## src/hdl/fcs_pkg.sv

```systemverilog
package fcs_pkg;

  // ----------------------------------------------------------------
  // Clock and timing.
  // ----------------------------------------------------------------
  localparam int unsigned CLK_NS      = 10;    // Clock period in ns.
  localparam int unsigned T_WP_NS     = 35;    // Least write pulse width.
  localparam int unsigned T_WPH_NS    = 30;    // Least write pulse high time.
  localparam int unsigned T_ACC_NS    = 90;    // Read access time.
  localparam int unsigned T_SUSP_US   = 20;    // Longest suspend latency.
  localparam int unsigned SYNC_STAGES = 2;     // Pin synchroniser depth.

  // Least times round up to whole cycles.
  localparam logic [11:0] WP_CYC   = 12'((T_WP_NS + CLK_NS - 1) / CLK_NS);
  localparam logic [11:0] WPH_CYC  = 12'((T_WPH_NS + CLK_NS - 1) / CLK_NS);
  localparam logic [11:0] ACC_CYC  = 12'((T_ACC_NS + CLK_NS - 1) / CLK_NS + SYNC_STAGES);
  localparam logic [11:0] SUSP_CYC = 12'((T_SUSP_US * 1000 + CLK_NS - 1) / CLK_NS);

  // ----------------------------------------------------------------
  // Register map of the controller, byte addresses.
  // ----------------------------------------------------------------
  localparam logic [4:0] REG_CMD    = 5'h00;  // Start an operation, read back op.
  localparam logic [4:0] REG_ADDR   = 5'h04;  // Target, sector or bank address.
  localparam logic [4:0] REG_WDATA  = 5'h08;  // Byte to program.
  localparam logic [4:0] REG_STATUS = 5'h0c;  // Controller and flash status.
  localparam logic [4:0] REG_RDATA  = 5'h10;  // Last byte read from flash.

  localparam int unsigned CMD_OP_LSB = 0;     // Operation code field.
  localparam int unsigned CMD_UPPER  = 4;     // Selects the upper chip select.
  localparam int unsigned ST_BUSY    = 0;     // Operation in progress.
  localparam int unsigned ST_RDY     = 1;     // Synchronised ready/busy level.
  localparam int unsigned ST_TOGGLE  = 2;     // Toggle bit moved in last poll.
  localparam int unsigned ST_TMO     = 3;     // Exceeded-time bit seen in poll.

  // ----------------------------------------------------------------
  // Operations that software may start.
  // ----------------------------------------------------------------
  localparam logic [3:0] OP_READ    = 4'h0;
  localparam logic [3:0] OP_RESET   = 4'h1;
  localparam logic [3:0] OP_IDENT   = 4'h2;
  localparam logic [3:0] OP_PROG    = 4'h3;
  localparam logic [3:0] OP_BYP_IN  = 4'h4;
  localparam logic [3:0] OP_BYP_PRG = 4'h5;
  localparam logic [3:0] OP_BYP_OUT = 4'h6;
  localparam logic [3:0] OP_CHIP_ER = 4'h7;
  localparam logic [3:0] OP_SECT_ER = 4'h8;
  localparam logic [3:0] OP_SUSPEND = 4'h9;
  localparam logic [3:0] OP_RESUME  = 4'ha;
  localparam logic [3:0] OP_QUERY   = 4'hb;
  localparam logic [3:0] OP_POLL    = 4'hc;

  // ----------------------------------------------------------------
  // Command bytes on the flash data lines.
  // ----------------------------------------------------------------
  localparam logic [7:0] CB_UNLOCK1 = 8'haa;
  localparam logic [7:0] CB_UNLOCK2 = 8'h55;
  localparam logic [7:0] CB_IDENT   = 8'h90;  // Also first byte of bypass exit.
  localparam logic [7:0] CB_PROG    = 8'ha0;
  localparam logic [7:0] CB_BYPASS  = 8'h20;
  localparam logic [7:0] CB_BYP_END = 8'h00;
  localparam logic [7:0] CB_ER_SET  = 8'h80;
  localparam logic [7:0] CB_CHIP    = 8'h10;
  localparam logic [7:0] CB_SECTOR  = 8'h30;  // Also the resume byte.
  localparam logic [7:0] CB_SUSPEND = 8'hb0;
  localparam logic [7:0] CB_RESET   = 8'hf0;
  localparam logic [7:0] CB_QUERY   = 8'h98;
  localparam logic [7:0] CB_NONE    = 8'h00;

  // ----------------------------------------------------------------
  // Sequence step entry layout.
  // ----------------------------------------------------------------
  localparam int unsigned E_LAST = 11;        // Final cycle of the sequence.
  localparam int unsigned E_RD   = 10;        // Cycle is a read.
  localparam int unsigned E_ADDR = 9;         // Drive the target address.
  localparam int unsigned E_WDAT = 8;         // Drive the program byte.
  localparam int unsigned E_W    = 12;        // Entry width.

  localparam int unsigned AW = 23;            // Flash address width.

endpackage : fcs_pkg

```

## src/hdl/fcs_host_ctrl.sv

```systemverilog
module fcs_host_ctrl (
  input  wire logic                   i_clk,
  input  wire logic                   i_nrst,
  input  wire logic [4:0]             i_reg_addr,
  input  wire logic [31:0]            i_reg_wdata,
  input  wire logic                   i_reg_wr,
  input  wire logic                   i_reg_rd,
  output logic [31:0]                 o_reg_rdata,
  output logic [fcs_pkg::AW-1:0]      o_flash_addr,
  output logic [7:0]                  o_dq_out,
  output logic                        o_dq_oe,
  input  wire logic [7:0]             i_dq_in,
  output logic                        o_chip_select_lower_n,
  output logic                        o_chip_select_upper_n,
  output logic                        o_we_n,
  output logic                        o_oe_n,
  input  wire logic                   i_ready_busy_n
);

  // ----------------------------------------------------------------
  // State.
  // ----------------------------------------------------------------
  typedef enum logic [2:0] {
    FCS_IDLE, FCS_FETCH, FCS_LOAD, FCS_WSTART, FCS_WPULSE, FCS_WHOLD, FCS_RWAIT, FCS_SWAIT
  } fcs_state_type;

  typedef struct packed {
    fcs_state_type            st;       // Sequencer state.
    logic [3:0]               op;       // Operation in progress.
    logic                     upper;    // Upper chip select chosen.
    logic [2:0]               step;     // Cycle index within the sequence.
    logic [11:0]              cnt;      // Cycle timer.
    logic [fcs_pkg::AW-1:0]   addr;     // Software address register.
    logic [7:0]               wdata;    // Software program byte.
    logic [7:0]               rd_data;  // Last byte read.
    logic                     toggling; // Toggle bit moved between the two reads of a poll.
    logic                     tmo;      // Exceeded-time bit seen.
    logic                     busy;     // Operation in progress.
    logic [31:0]              bus_rd;   // Register read data.
    logic [fcs_pkg::AW-1:0]   pin_addr; // Address pins.
    logic [7:0]               dq_out;   // Data pins driven.
    logic                     dq_oe;    // Data pin enable.
    logic                     cs_lo_n;  // Lower chip select.
    logic                     cs_up_n;  // Upper chip select.
    logic                     we_n;     // Write strobe.
    logic                     oe_n;     // Output enable.
    logic [7:0]               dq_s1;    // Data synchroniser, first stage.
    logic [7:0]               dq_s2;    // Data synchroniser, second stage.
    logic                     rb_s1;    // Ready/busy synchroniser, first stage.
    logic                     rb_s2;    // Ready/busy synchroniser, second stage.
  } fcs_regs_type;

  fcs_regs_type             s_q;        // Registered state.
  fcs_regs_type             s_d;        // Next state.
  logic [fcs_pkg::E_W-1:0]  entry;      // Current step description.

  // ----------------------------------------------------------------
  // Sequence table.
  // ----------------------------------------------------------------
  fcs_seq_rom u_rom (
    .i_clk   (i_clk),
    .i_nrst  (i_nrst),
    .i_op    (s_q.op),
    .i_step  (s_q.step),
    .o_entry (entry)
  );

  // Ends one bus cycle: next step, suspend wait, or back to idle.
  function automatic fcs_regs_type step_done(input fcs_regs_type x, input logic last);
    step_done = x;
    if (!last) begin
      step_done.step = 3'(x.step + 3'd1);
      step_done.st   = FCS_FETCH;
    end else if (x.op == fcs_pkg::OP_SUSPEND) begin
      // The device may need this long to stop an active erase.
      step_done.cnt  = 12'(fcs_pkg::SUSP_CYC - 12'd1);
      step_done.st   = FCS_SWAIT;
    end else begin
      step_done.busy = 1'b0;
      step_done.st   = FCS_IDLE;
    end
  endfunction : step_done

  // ----------------------------------------------------------------
  // Next-state logic.
  // ----------------------------------------------------------------
  always_comb begin
    s_d        = s_q;
    s_d.dq_s1  = i_dq_in;
    s_d.dq_s2  = s_q.dq_s1;
    s_d.rb_s1  = i_ready_busy_n;
    s_d.rb_s2  = s_q.rb_s1;
    s_d.bus_rd = '0;

    // Register reads answer one cycle later; unmapped offsets read zero.
    if (i_reg_rd) begin
      unique case (i_reg_addr)
        fcs_pkg::REG_CMD:    s_d.bus_rd = {27'h0, s_q.upper, s_q.op};
        fcs_pkg::REG_ADDR:   s_d.bus_rd = {9'h0, s_q.addr};
        fcs_pkg::REG_WDATA:  s_d.bus_rd = {24'h0, s_q.wdata};
        fcs_pkg::REG_STATUS: s_d.bus_rd = {28'h0, s_q.tmo, s_q.toggling, s_q.rb_s2, s_q.busy};
        fcs_pkg::REG_RDATA:  s_d.bus_rd = {24'h0, s_q.rd_data};
        default:             s_d.bus_rd = '0;
      endcase
    end

    // Register writes; a start while busy is dropped.
    if (i_reg_wr) begin
      if (i_reg_addr == fcs_pkg::REG_ADDR) begin
        s_d.addr = i_reg_wdata[fcs_pkg::AW-1:0];
      end
      if (i_reg_addr == fcs_pkg::REG_WDATA) begin
        s_d.wdata = i_reg_wdata[7:0];
      end
      if (i_reg_addr == fcs_pkg::REG_CMD && !s_q.busy) begin
        s_d.op    = i_reg_wdata[fcs_pkg::CMD_OP_LSB +: 4];
        s_d.upper = i_reg_wdata[fcs_pkg::CMD_UPPER];
        s_d.step  = 3'd0;
        s_d.busy  = 1'b1;
        s_d.st    = FCS_FETCH;
      end
    end

    unique case (s_q.st)
      FCS_IDLE: begin
        // Waiting for software.
      end
      FCS_FETCH: begin
        // The table answers one cycle after the step changes.
        s_d.st = FCS_LOAD;
      end
      FCS_LOAD: begin
        // Address and chip select settle before the write strobe moves; a read drops output enable with them.
        s_d.pin_addr = entry[fcs_pkg::E_ADDR] ? s_q.addr : '0;
        s_d.cs_lo_n  = s_q.upper;
        s_d.cs_up_n  = !s_q.upper;
        if (entry[fcs_pkg::E_RD]) begin
          s_d.dq_oe = 1'b0;
          s_d.oe_n  = 1'b0;
          s_d.cnt   = 12'(fcs_pkg::ACC_CYC - 12'd1);
          s_d.st    = FCS_RWAIT;
        end else begin
          s_d.dq_out = entry[fcs_pkg::E_WDAT] ? s_q.wdata : entry[7:0];
          s_d.dq_oe  = 1'b1;
          s_d.st     = FCS_WSTART;
        end
      end
      FCS_WSTART: begin
        // Write strobe falls last, so the device latches a stable address.
        s_d.we_n = 1'b0;
        s_d.cnt  = 12'(fcs_pkg::WP_CYC - 12'd1);
        s_d.st   = FCS_WPULSE;
      end
      FCS_WPULSE: begin
        if (s_q.cnt == 12'd0) begin
          // Write strobe rises first; data stays driven past it.
          s_d.we_n = 1'b1;
          s_d.cnt  = 12'(fcs_pkg::WPH_CYC - 12'd1);
          s_d.st   = FCS_WHOLD;
        end else begin
          s_d.cnt = 12'(s_q.cnt - 12'd1);
        end
      end
      FCS_WHOLD: begin
        if (s_q.cnt == 12'd0) begin
          s_d.cs_lo_n = 1'b1;
          s_d.cs_up_n = 1'b1;
          s_d.dq_oe   = 1'b0;
          s_d         = step_done(s_d, entry[fcs_pkg::E_LAST]);
        end else begin
          s_d.cnt = 12'(s_q.cnt - 12'd1);
        end
      end
      FCS_RWAIT: begin
        // Count covers access time plus the synchroniser delay.
        if (s_q.cnt == 12'd0) begin
          s_d.rd_data = s_q.dq_s2;
          s_d.oe_n    = 1'b1;
          s_d.cs_lo_n = 1'b1;
          s_d.cs_up_n = 1'b1;
          if (s_q.op == fcs_pkg::OP_POLL && entry[fcs_pkg::E_LAST]) begin
            // Two reads in a row: a moving toggle bit means still busy.
            s_d.toggling = s_q.dq_s2[6] ^ s_q.rd_data[6];
            s_d.tmo      = s_q.dq_s2[5];
          end
          s_d = step_done(s_d, entry[fcs_pkg::E_LAST]);
        end else begin
          s_d.cnt = 12'(s_q.cnt - 12'd1);
        end
      end
      FCS_SWAIT: begin
        if (s_q.cnt == 12'd0) begin
          s_d.busy = 1'b0;
          s_d.st   = FCS_IDLE;
        end else begin
          s_d.cnt = 12'(s_q.cnt - 12'd1);
        end
      end
    endcase
  end

  // ----------------------------------------------------------------
  // State register; strobes and selects idle high.
  // ----------------------------------------------------------------
  always_ff @(posedge i_clk or negedge i_nrst) begin
    if (!i_nrst) begin
      s_q         <= '0;
      s_q.cs_lo_n <= 1'b1;
      s_q.cs_up_n <= 1'b1;
      s_q.we_n    <= 1'b1;
      s_q.oe_n    <= 1'b1;
      s_q.rb_s1   <= 1'b1;
      s_q.rb_s2   <= 1'b1;
    end else begin
      s_q <= s_d;
    end
  end

  assign o_reg_rdata           = s_q.bus_rd;
  assign o_flash_addr          = s_q.pin_addr;
  assign o_dq_out              = s_q.dq_out;
  assign o_dq_oe               = s_q.dq_oe;
  assign o_chip_select_lower_n = s_q.cs_lo_n;
  assign o_chip_select_upper_n = s_q.cs_up_n;
  assign o_we_n                = s_q.we_n;
  assign o_oe_n                = s_q.oe_n;
endmodule : fcs_host_ctrl

```

## src/hdl/fcs_seq_rom.sv

```systemverilog
module fcs_seq_rom (
  input  wire logic                  i_clk,
  input  wire logic                  i_nrst,
  input  wire logic [3:0]            i_op,
  input  wire logic [2:0]            i_step,
  output logic [fcs_pkg::E_W-1:0]    o_entry
);

  // ----------------------------------------------------------------
  // Entry builders.
  // ----------------------------------------------------------------

  // Packs one bus cycle description.
  function automatic logic [fcs_pkg::E_W-1:0] ent(input logic last, input logic rd,
                                                   input logic ua, input logic uw,
                                                   input logic [7:0] data);
    ent = {last, rd, ua, uw, data};
  endfunction : ent

  // The two unlock writes followed by a command byte at step two.
  function automatic logic [fcs_pkg::E_W-1:0] unl(input logic [2:0] step,
                                                   input logic [7:0] cmd,
                                                   input logic last);
    unique case (step)
      3'd0:    unl = ent(1'b0, 1'b0, 1'b0, 1'b0, fcs_pkg::CB_UNLOCK1);
      3'd1:    unl = ent(1'b0, 1'b0, 1'b0, 1'b0, fcs_pkg::CB_UNLOCK2);
      default: unl = ent(last, 1'b0, 1'b0, 1'b0, cmd);
    endcase
  endfunction : unl

  logic [fcs_pkg::E_W-1:0] entry_d;  // Combinational lookup.

  // ----------------------------------------------------------------
  // Lookup of each operation's cycle list.
  // ----------------------------------------------------------------
  always_comb begin
    unique case (i_op)
      fcs_pkg::OP_RESET:   entry_d = ent(1'b1, 1'b0, 1'b0, 1'b0, fcs_pkg::CB_RESET);
      fcs_pkg::OP_IDENT:   entry_d = (i_step == 3'd3) ?
                                     ent(1'b1, 1'b1, 1'b1, 1'b0, fcs_pkg::CB_NONE) :
                                     unl(i_step, fcs_pkg::CB_IDENT, 1'b0);
      fcs_pkg::OP_PROG:    entry_d = (i_step == 3'd3) ?
                                     ent(1'b1, 1'b0, 1'b1, 1'b1, fcs_pkg::CB_NONE) :
                                     unl(i_step, fcs_pkg::CB_PROG, 1'b0);
      fcs_pkg::OP_BYP_IN:  entry_d = unl(i_step, fcs_pkg::CB_BYPASS, 1'b1);
      fcs_pkg::OP_BYP_PRG: entry_d = (i_step == 3'd0) ?
                                     ent(1'b0, 1'b0, 1'b0, 1'b0, fcs_pkg::CB_PROG) :
                                     ent(1'b1, 1'b0, 1'b1, 1'b1, fcs_pkg::CB_NONE);
      fcs_pkg::OP_BYP_OUT: entry_d = (i_step == 3'd0) ?
                                     ent(1'b0, 1'b0, 1'b0, 1'b0, fcs_pkg::CB_IDENT) :
                                     ent(1'b1, 1'b0, 1'b0, 1'b0, fcs_pkg::CB_BYP_END);
      fcs_pkg::OP_CHIP_ER: entry_d = (i_step == 3'd5) ?
                                     ent(1'b1, 1'b0, 1'b0, 1'b0, fcs_pkg::CB_CHIP) :
                                     unl((i_step > 3'd2) ? 3'(i_step - 3'd3) : i_step,
                                         fcs_pkg::CB_ER_SET, 1'b0);
      fcs_pkg::OP_SECT_ER: entry_d = (i_step == 3'd5) ?
                                     ent(1'b1, 1'b0, 1'b1, 1'b0, fcs_pkg::CB_SECTOR) :
                                     unl((i_step > 3'd2) ? 3'(i_step - 3'd3) : i_step,
                                         fcs_pkg::CB_ER_SET, 1'b0);
      fcs_pkg::OP_SUSPEND: entry_d = ent(1'b1, 1'b0, 1'b1, 1'b0, fcs_pkg::CB_SUSPEND);
      fcs_pkg::OP_RESUME:  entry_d = ent(1'b1, 1'b0, 1'b1, 1'b0, fcs_pkg::CB_SECTOR);
      fcs_pkg::OP_QUERY:   entry_d = ent(1'b1, 1'b0, 1'b0, 1'b0, fcs_pkg::CB_QUERY);
      fcs_pkg::OP_POLL:    entry_d = ent(i_step != 3'd0, 1'b1, 1'b1, 1'b0, fcs_pkg::CB_NONE);
      // Plain reads and unknown codes fall back to a single array read.
      default:             entry_d = ent(1'b1, 1'b1, 1'b1, 1'b0, fcs_pkg::CB_NONE);
    endcase
  end

  // ----------------------------------------------------------------
  // Registered read data.
  // ----------------------------------------------------------------
  always_ff @(posedge i_clk or negedge i_nrst) begin
    if (!i_nrst) begin
      o_entry <= '0;
    end else begin
      o_entry <= entry_d;
    end
  end

endmodule : fcs_seq_rom

```

## config.mk

```make
export PLATFORM = sky130hd
export DESIGN_NAME = fcs_host_ctrl
export DESIGN_NICKNAME = d
export VERILOG_FILES = /design/src/hdl/fcs_pkg.sv /design/src/hdl/fcs_host_ctrl.sv /design/src/hdl/fcs_seq_rom.sv
export SDC_FILE = /design/constraint.sdc
export NUM_CORES = 1
export LEC_CHECK = 0
export CAP_MARGIN = 5
export CORE_UTILIZATION = 30
export DETAILED_ROUTE_END_ITERATION = 10
export DONT_BUFFER_PORTS = 1
export PLACE_DENSITY_LB_ADDON = 0.08
export SKIP_CTS_REPAIR_TIMING = 1
export SLEW_MARGIN = 25
export SYNTH_ARGS = -nofsm -noshare
export SYNTH_HDL_FRONTEND = slang
export SYNTH_HIERARCHICAL = 1
export SYNTH_SLANG_ARGS = --single-unit
```

## constraint.sdc

```tcl
create_clock -name i_clk -period 2.7 [get_ports i_clk]
set_input_delay 0.54 -clock i_clk [delete_from_list [all_inputs] [get_ports i_clk]]
set_output_delay 0.54 -clock i_clk [all_outputs]
set_load 0.1 [all_outputs]
```

==> results of run 1 <==
-- state kept, by name, indices dropped and copies added (netlist names) --
register / cells
o_dq_out: 8
o_we_n: 1
s_q: 83
o_flash_addr: 23
o_reg_rdata: 23
o_dq_oe: 1
o_chip_select_lower_n: 1
u_rom/o_entry: 11
o_chip_select_upper_n: 1
o_oe_n: 1
-- synth_stat cells (all sizes together) (3+ instances only) --
| cell type | count |
|---|---|
| dfrtp | 147 |
| nand2 | 85 |
| buf | 76 |
| mux2 | 45 |
| nor2 | 45 |
| a21oi | 33 |
| nand3 | 31 |
| o21ai | 28 |
| and2 | 19 |
| clkbuf | 17 |
| mux2i | 14 |
| inv | 10 |
| nor2b | 8 |
| nor3 | 8 |
| ha | 7 |
| o22ai | 7 |
| a221oi | 6 |
| dfstp | 6 |
| o211ai | 6 |
| or3 | 6 |
| nor4 | 5 |
| a211oi | 4 |
| a21o | 4 |
| a32oi | 4 |
| nand2b | 4 |
| nor3b | 4 |
| or2b | 4 |
| or4 | 4 |
| a22o | 3 |
| a31oi | 3 |
| and3 | 3 |
| o221ai | 3 |
| o22a | 3 |
| o31ai | 3 |
| or4b | 3 |
| xor2 | 3 |
-- cells by family after synthesis --
| family | count (synthesis) | share of synthesized area |
|---|---|---|
| AND/OR/NAND/NOR | 242 | 0.1719 |
| flip-flops | 153 | 0.5248 |
| AO/OA/AOI/OAI | 119 | 0.1066 |
| buffers and inverters | 103 | 0.09089 |
| multiplexers | 59 | 0.08850 |
| adder cells (fa/ha/maj) | 7 | 0.01198 |
| XOR/XNOR | 4 | 0.004794 |
| other | 1 | 0.0005130 |
-- final timing paths --
check / startpoint / end / slack, ns / depth (start not counted)
setup / recovery: s_q[130]$_DFFE_PN0P_ / s_q[137]$_DFFE_PN0P_ / 0.19 / 6
hold / removal: i_nrst / o_reg_rdata[19]$_DFF_PN0_ / -0.19 / 0
setup reg to reg: s_q[130]$_DFFE_PN0P_ / s_q[137]$_DFFE_PN0P_ / 0.19 / 6
hold reg to reg: s_q[17]$_DFF_PN0_ / s_q[9]$_DFF_PN0_ / 0.35 / 0
max in group asynchronous: i_nrst / s_q[1]$_DFF_PN1_ / 2.58 / 0
min in group i_clk: i_ready_busy_n / s_q[1]$_DFF_PN1_ / 0.11 / 0
-- per-stage QoR --
| step | cell area, um^2 | std cells | hold WS (ns) | utilization |
|---|---|---|---|---|
| 2_1_floorplan | 7340 | 696 | 0.2444 | - |
| 3_3_place_gp | 7385 | 955 | 0.2477 | 0.3118 |
| 3_5_place_dp | 7385 | 955 | 0.2477 | 0.3118 |
| 4_1_cts | 7986 | 987 | -0.2149 | 0.3372 |
| 5_1_grt | 7989 | 987 | -0.2259 | 0.3373 |
| 6_report | 7989 | 987 | -0.1900 | 0.3373 |
-- power groups by stage --
stage,Combinational [mW],Sequential [mW],Clock [mW]
after floorplan,3.02,3.43,0
after global placement,1.96,4.87,0
after detailed placement,2.00,4.88,0
after CTS,2.01,4.83,2.51
after global routing,2.24,4.92,2.62
final,1.99,4.82,2.42
-- final cells by class --
class | count | area, um^2 | area share
tap | 319 | 399.1 | 0.04996
timing repair buffer | 33 | 272.8 | 0.03414
clock buffer | 19 | 442.9 | 0.05544
inverter | 10 | 37.54 | 0.004699
sequential | 153 | 3836 | 0.4802
clock inverter | 13 | 158.9 | 0.01989
multi-input combinational | 440 | 2841 | 0.3557
-- worst max-delay path, cell delays in order (launching register included) --
cell and delay [ns]:
dfrtp_1 0.44, or4_1 0.59, or3_1 0.37, or2_1 0.29, or4_1 0.41, o21ai_0 0.18, a22o_1 0.17
-- metal layers --
| metal | vias to the layer above | GRT usage |
|---|---|---|
| li1 | 2283 | - |
| met1 | 2440 | 0.1899 |
| met2 | 97 | 0.2410 |
| met3 | 18 | 0.04873 |
| met4 | 0 | 0.04945 |
| met5 | - | 0 |
==> reports/results.tsv, run 1 <==
metric	value	unit
synth.avg_cell_area	10.62	um^2
crit_path_start_kind	flip-flop	
final_common_cell	dfrtp_1	
grt_pass1_vias	4886	
critPathKind	reg2reg	
worst_slew_pin_slew	0.9389	ns
post_drt_wl_per_cell	17.96	um
clk_path_buf_depth	2	
final_cell_mix	147 x dfrtp_1, 85 x nand2_1, 45 x mux2_2	
ios	118	
hold_viol	151	
power	9.234	mW
vias_per_cell	4.902	
max_clock_freq	398.8	MHz
p_switching	4.096	mW
async_reset_ff_frac	1.000	
ys.warnings.count	6	
maxSlewHeadroom	0.3741	
hold_path_class	in2async	
numCtsBuffers	17	
totalWireLength	17.73	mm
clock_latency	0.43	ns
rsz0062_at_grt	no	
sw_frac_of_total	0.4436	
initialDrtViolationCount	297	
pwr-share-comb	0.215	
drv_cap	0	
violations	negative hold slack	
die_area	24990	um^2
holdWs	-0.1900	ns
cp-end-kind	flip-flop	
start_util	0.3086	
fin_tns_setup	0	ns
dpl_worst_slack	0.08842	ns
met3WireLength	1.107	mm
yosys_register_bits	153	
grt_antenna_before_repair	0	
yosysTopAreaCellShare	0.5033	
ir_worst_vdd	0.0003585	V
detail-route-antenna-nets	0	
top_layer_used	met4	
worst_ep_required_time	3.06	ns
cts_root_buf	clkbuf_16	
area_delta_synth_final	9.295	%
fp-row-count	56	
globalplace.congestion	0.7826	
coreArea	23680	um^2
p_per_area	1156	nW/um^2
p_int	5.137	mW
die_height	158.1	um
drt_drc_violations_left	0	
portBuffers	0	
cts_tree	built	
critical_path_arrival	2.87	ns
synth_area	7310	um^2
ys_seq_area_frac	0.5248	
leakagePower	3.599	nW
synth_edf_count	0	
yosys.area.top_type	dfrtp_1	
met1_length	7.784	mm
layout.nets	712	
grt_max_degree	154	
htree_levels	4	
drt_pass1_iterations	4	
slew_violations	0	
syn_inst	688	
wl_met2	8.592	mm
fin_skew	0.01300	ns
dr_total_vias	4838	
finalCritPeriodShare	0.9287	
grt-ovfl-total	0	
pwr-share-clk	0.262	
ys_top_cells_by_area	dfrtp_1 50%, mux2_2 6.9%, buf_4 6.8%, nand2_1 4.4%, a21oi_1 2.3%	
seqPwrFrac	0.522	
setup_violations	0	
dp.final_hpwl	12.53	mm
synth_cell_types	73	
fill_cells	2440	
die_x	158.1	um
grt_pass1_wl	28.00	mm
grt_usage	0.1503	
status	complete, but fails checks	
diodes	0	
setup_ws	0.1924	ns
finalCriticalPeriod	2.508	ns
drive_gt1_frac	0.1961	
ys.flop_type	dfrtp_1	
clk_pin_slew_worst_paths	0.06	ns
path_max_fanout	6	
clkSinkCount	153	
No activity file was read; power rests on OpenSTA's default activity.
==> run 2: changes to the inputs <==
Settings changed: CTS_BUF_LIST set to sky130_fd_sc_hd__clkbuf_4 sky130_fd_sc_hd__clkbuf_8 sky130_fd_sc_hd__clkbuf_16, CTS_CLUSTER_SIZE set to 40.
==> run 2 against run 1 <==
  * The flow still finishes with violations (negative hold slack)
  * Register-to-register slack is essentially flat
  * Total power increased by 0.11%
  * Critical path depth unchanged
  * Cell count unchanged
  * Non-clock buffer count did not move
  * Core utilization barely moved
  * Count of clock-buffer cells in the layout did not move
  * Wire length unchanged
  * Flip-flop and latch count did not move
  * Setup slack unchanged
  * Sequential share of layout area barely moved
  * Critical path type unchanged
  * Highest routed layer unchanged
==> reports/results.tsv, run 2 (same netlist as run 1, synthesis figures left out) <==
metric	value	unit
clock_latency	0.43	ns
holdWs	-0.1900	ns
p_per_area	1157	nW/um^2
rsz0062_at_grt	no	
grt_usage	0.1503	
grt_pass1_wl	28.00	mm
grt_max_degree	154	
finalCritPeriodShare	0.9287	
ios	118	
layout.nets	712	
globalplace.congestion	0.7826	
diodes	0	
setup_violations	0	
regMostFlops	s_q	
clkSinkCount	153	
die_x	158.1	um
fin_area	7993	um^2
largest_reg_flops	83	
status	complete, but fails checks	
critical_path_arrival	2.87	ns
leakagePower	3.602	nW
fin_tns_setup	0	ns
coreArea	23680	um^2
path_max_fanout	6	
final_cell_mix	147 x dfrtp_1, 85 x nand2_1, 45 x mux2_2	
placed_cells	955	
initialDrtViolationCount	297	
fp-row-count	56	
worst_slew_pin_slew	0.9389	ns
crit_path_start_kind	flip-flop	
die_height	158.1	um
vias_per_cell	4.902	
htree_levels	4	
cp-end-kind	flip-flop	
clk_path_buf_depth	2	
area_delta_synth_final	9.346	%
cts_root_buf	clkbuf_16	
grt_pass1_vias	4886	
post_drt_wl_per_cell	17.96	um
dpl_worst_slack	0.08842	ns
dp.final_hpwl	12.53	mm
max_clock_freq	398.8	MHz
hold_path_class	in2async	
grt_antenna_before_repair	0	
grt-ovfl-total	0	
cts_tree	built	
drt_pass1_iterations	4	
ir_worst_vdd	0.0003585	V
fin_skew	0.01300	ns
regToRegSetupSlack	0.19	ns
portBuffers	0	
placed_area	7385	um^2
maxSlewHeadroom	0.3741	
finalCriticalPeriod	2.508	ns
clk_pin_slew_worst_paths	0.06	ns
detail-route-antenna-nets	0	
reg2reg_to	s_q[137]$_DFFE_PN0P_	
start_util	0.3086	
drv_cap	0	
drive_gt1_frac	0.1976	
r2r_cells	6	
setup_ws	0.1924	ns
worst_ep_required_time	3.06	ns
violations	negative hold slack	
r2r_start	s_q[130]$_DFFE_PN0P_	
hold_viol	151	
critPathKind	reg2reg	
slew_violations	0	
instances_no_fill	987	
final_common_cell	dfrtp_1	
dr_total_vias	4838	
die_area	24990	um^2
drt_drc_violations_left	0	
totalWireLength	17.73	mm
numCtsBuffers	17	
## run 2: cell types whose count changed in the layout (fill, tap and decap cells not counted)
cell,change
clkbuf_1,-1
clkbuf_4,+1
## run 2: metrics by stage
stage | power, mW | utilization
floorplan | 6.447 | -
global placement | 6.830 | 0.3118
detailed placement | 6.873 | 0.3118
CTS | 9.360 | 0.3374
global route | 9.782 | 0.3375
finish | 9.244 | 0.3375
## run 2: worst max-delay path, cell delays in order, from the launching register on
cell     delay, ns
dfrtp_1       0.44
or4_1         0.59
or3_1         0.37
or2_1         0.29
or4_1         0.41
o21ai_0       0.18
a22o_1        0.17
## run 2: layer usage
metal	share of wire	wire length, um	track usage	up-vias
li1	-	-	-	2283
met1	0.44	7785	0.1899	2440
met2	0.48	8591	0.2410	97
met3	0.062	1107	0.04873	18
met4	0.014	240	0.04945	0
met5	0	0	0	-
## run 2: layout make-up
cell class | count | area (um^2)
Tap cell | 319 | 399.1
Fill cell | 2438 | 15690
Clock inverter | 13 | 158.9
Timing Repair Buffer | 33 | 272.8
Sequential cell | 153 | 3836
Clock buffer | 19 | 446.7
Inverter | 10 | 37.54
Multi-Input combinational cell | 440 | 2841
## run 2: how the worst max path moves through the flow
| stage | from | endpoint | slack (ns) | cells past startpoint |
|---|---|---|---|---|
| after detailed placement | i_reg_wdata[2] | s_q[136]$_DFFE_PN0P_ | 0.09 | 8 |
| final | s_q[130]$_DFFE_PN0P_ | s_q[137]$_DFFE_PN0P_ | 0.19 | 6 |
| after CTS | s_q[128]$_DFFE_PN0P_ | s_q[88]$_DFFE_PN0P_ | 0.13 | 9 |
| after global placement | i_reg_wdata[2] | s_q[136]$_DFFE_PN0P_ | 0.13 | 8 |
| after floorplan | s_q[128]$_DFFE_PN0P_ | s_q[87]$_DFFE_PN0P_ | 0.16 | 8 |
| after global routing | s_q[130]$_DFFE_PN0P_ | s_q[137]$_DFFE_PN0P_ | 0.009 | 6 |
## run 2: where the power goes
part,total [mW],switching [mW],internal (mW)
Sequential,4.82,1.98,2.84
Clock,2.43,1.01,1.42
Combinational,1.99,1.10,0.886
Total,9.24,4.10,5.15
==> run 3: changes to the inputs <==
Settings changed: ABC_AREA set to 1.
==> run 3 against run 2 <==
  * The run still ends with negative hold slack left
  * Maximum frequency up 7.3%
  * Design area down 0.33%
  * Synthesized cell count up 19%
  * Area after synthesis up 2.1%
  * Clock skew down 0.0027 ns
  * Count of clock-buffer cells in the layout down 2
  * Setup slack better by 0.17 ns
  * Via count up 4.7%
  * Global-route usage down 0.29 points
  * Worst hold slack better by 0.0019 ns
  * Cell count up 12%
  * Largest power group unchanged
==> reports/results.tsv, run 3 <==
metric	value	unit
status	complete, but fails checks	
violations	negative hold slack	
detail-route-antenna-nets	0	
cts_root_buf	clkbuf_16	
drt_pass1_iterations	4	
setup_ws	0.3633	ns
grt_pass1_wl	28.81	mm
maxSlewHeadroom	0.3622	
grt-ovfl-total	0	
critical_path_arrival	2.69	ns
worst_slew_pin_slew	0.9574	ns
pwr-share-comb	0.237	
dpl_worst_slack	0.1425	ns
clk_path_buf_depth	2	
synth_cell_types	48	
leakagePower	3.850	nW
start_util	0.3061	
die_x	159.8	um
largest_reg_flops	83	
fin_util	0.3266	
ir_worst_vdd	0.0004344	V
grt_max_degree	154	
fin_skew	0.01027	ns
r2r_cells	10	
yosys.area.top_type	dfrtp_1	
synth_most_common_cell	nand2_1	
synth_edf_count	0	
regMostFlops	s_q	
p_per_area	1234	nW/um^2
fin_tns_setup	0	ns
slew_violations	0	
power	9.831	mW
clk_pin_slew_worst_paths	0.07	ns
final_cell_mix	199 x nand2_1, 147 x dfrtp_1, 64 x nor2_1	
p_switching	4.922	mW
ys_seq_area_frac	0.5138	
fp-row-count	57	
synth_common_cells	199 x nand2_1, 147 x dfrtp_1, 65 x buf_4, 64 x nor2_1, 59 x nand3_1	
dr_total_vias	5066	
coreArea	24390	um^2
drive_gt1_frac	0.1637	
grt_usage	0.1474	
grt_pass1_vias	5116	
yosys_register_bits	153	
drt_drc_violations_left	0	
initialDrtViolationCount	279	
diodes	0	
r2r_start	s_q[128]$_DFFE_PN0P_	
grt_antenna_before_repair	0	
regToRegSetupSlack	0.36	ns
hold_viol	147	
crit_path_start_kind	flip-flop	
rsz0062_at_grt	no	
post_drt_wl_per_cell	16.12	um
layout.nets	826	
synth_area	7466	um^2
drv_cap	0	
ys_top_cells_by_area	dfrtp_1 49%, nand2_1 10%, buf_4 6.5%, nand3_1 4.0%, mux2_2 3.3%	
clkSinkCount	153	
finalCritPeriodShare	0.8655	
numCtsBuffers	17	
max_clock_freq	428.0	MHz
syn_inst	820	
worst_ep_required_time	3.05	ns
die_area	25520	um^2
setup_violations	0	
ys.warnings.count	6	
sw_frac_of_total	0.5006	
cts_tree	built	
final_common_cell	nand2_1	
ios	118	
totalWireLength	17.83	mm
yosysTopAreaCellShare	0.4927	
seqPwrFrac	0.522	
globalplace.congestion	0.8754	
finalCriticalPeriod	2.337	ns
portBuffers	0	
dp.final_hpwl	12.79	mm
reg2reg_to	s_q[138]$_DFFE_PN0P_	
area_delta_synth_final	6.704	%
hold_path_class	in2async	
clock_latency	0.43	ns
critPathKind	reg2reg	
holdWs	-0.1881	ns
cp-end-kind	flip-flop	
htree_levels	4	
async_reset_ff_frac	1.000	
path_max_fanout	20	
die_height	159.8	um
pwr-share-clk	0.241	
ys.flop_type	dfrtp_1	
startpoint	s_q[128]$_DFFE_PN0P_	
synth.avg_cell_area	9.105	um^2
vias_per_cell	4.580	
p_int	4.910	mW
==> run 3: power by group through the flow <==
stage	sequential, mW	clock (mW)	combinational, mW
5_1_grt	5.22	2.55	2.67
2_1_floorplan	3.50	0	3.73
4_1_cts	5.14	2.46	2.36
6_report	5.13	2.37	2.33
3_5_place_dp	5.19	0	2.34
3_3_place_gp	5.18	0	2.32
==> run 3: critical path, cell delays in order (launching register included) <==
cell and delay [ns]:
dfrtp_1 0.38, inv_1 0.12, ha_1 0.23, nand3_1 0.17, nor3_2 0.27, nand2_2 0.26, nor2_4 0.28, nand2_4 0.11
nand2_4 0.27, nand2_1 0.11, o21ai_2 0.07
==> run 3: cell type report <==
class	instances	area (um^2)
clock buffers	17	425.4
clock inverters	15	172.7
fillers	2572	16420
inverters	70	262.8
multi-input cells	521	2819
flip-flops and latches	153	3836
well taps	324	405.4
repair buffers	6	45.04
==> run 3: kinds of logic after synthesis <==
| family | Yosys count | share of synthesized area |
|---|---|---|
| mux | 32 | 0.04676 |
| xor+xnor | 12 | 0.01408 |
| other cells | 1 | 0.0005023 |
| simple gates | 382 | 0.2353 |
| fa+ha+maj | 7 | 0.01173 |
| buf+inv | 154 | 0.1133 |
| compound gates | 79 | 0.06452 |
| flops | 153 | 0.5138 |
==> run 3: worst max path at each step <==
stage / end / slack, ns / depth (start not counted)
floorplan: s_q[138]$_DFFE_PN0P_ / 0.79 / 13
global placement: s_q[138]$_DFFE_PN0P_ / 0.20 / 10
detailed placement: s_q[138]$_DFFE_PN0P_ / 0.14 / 10
CTS: s_q[138]$_DFFE_PN0P_ / 0.12 / 10
global route: s_q[139]$_DFFE_PN0P_ / 0.13 / 10
finish: s_q[138]$_DFFE_PN0P_ / 0.36 / 10
==> run 3: stage by stage <==
stage	instance area, um^2	std cells
after floorplan	7496	828
after global placement	7363	1074
after detailed placement	7363	1074
after CTS	7961	1106
after global routing	7966	1106
final	7966	1106
==> run 3: layer usage <==
| metal | GRT usage | share of wire |
|---|---|---|
| met4 | 0.05332 | 0.017 |
| met2 | 0.2189 | 0.44 |
| met3 | 0.03974 | 0.063 |
| met5 | 0 | 0 |
| met1 | 0.2049 | 0.48 |
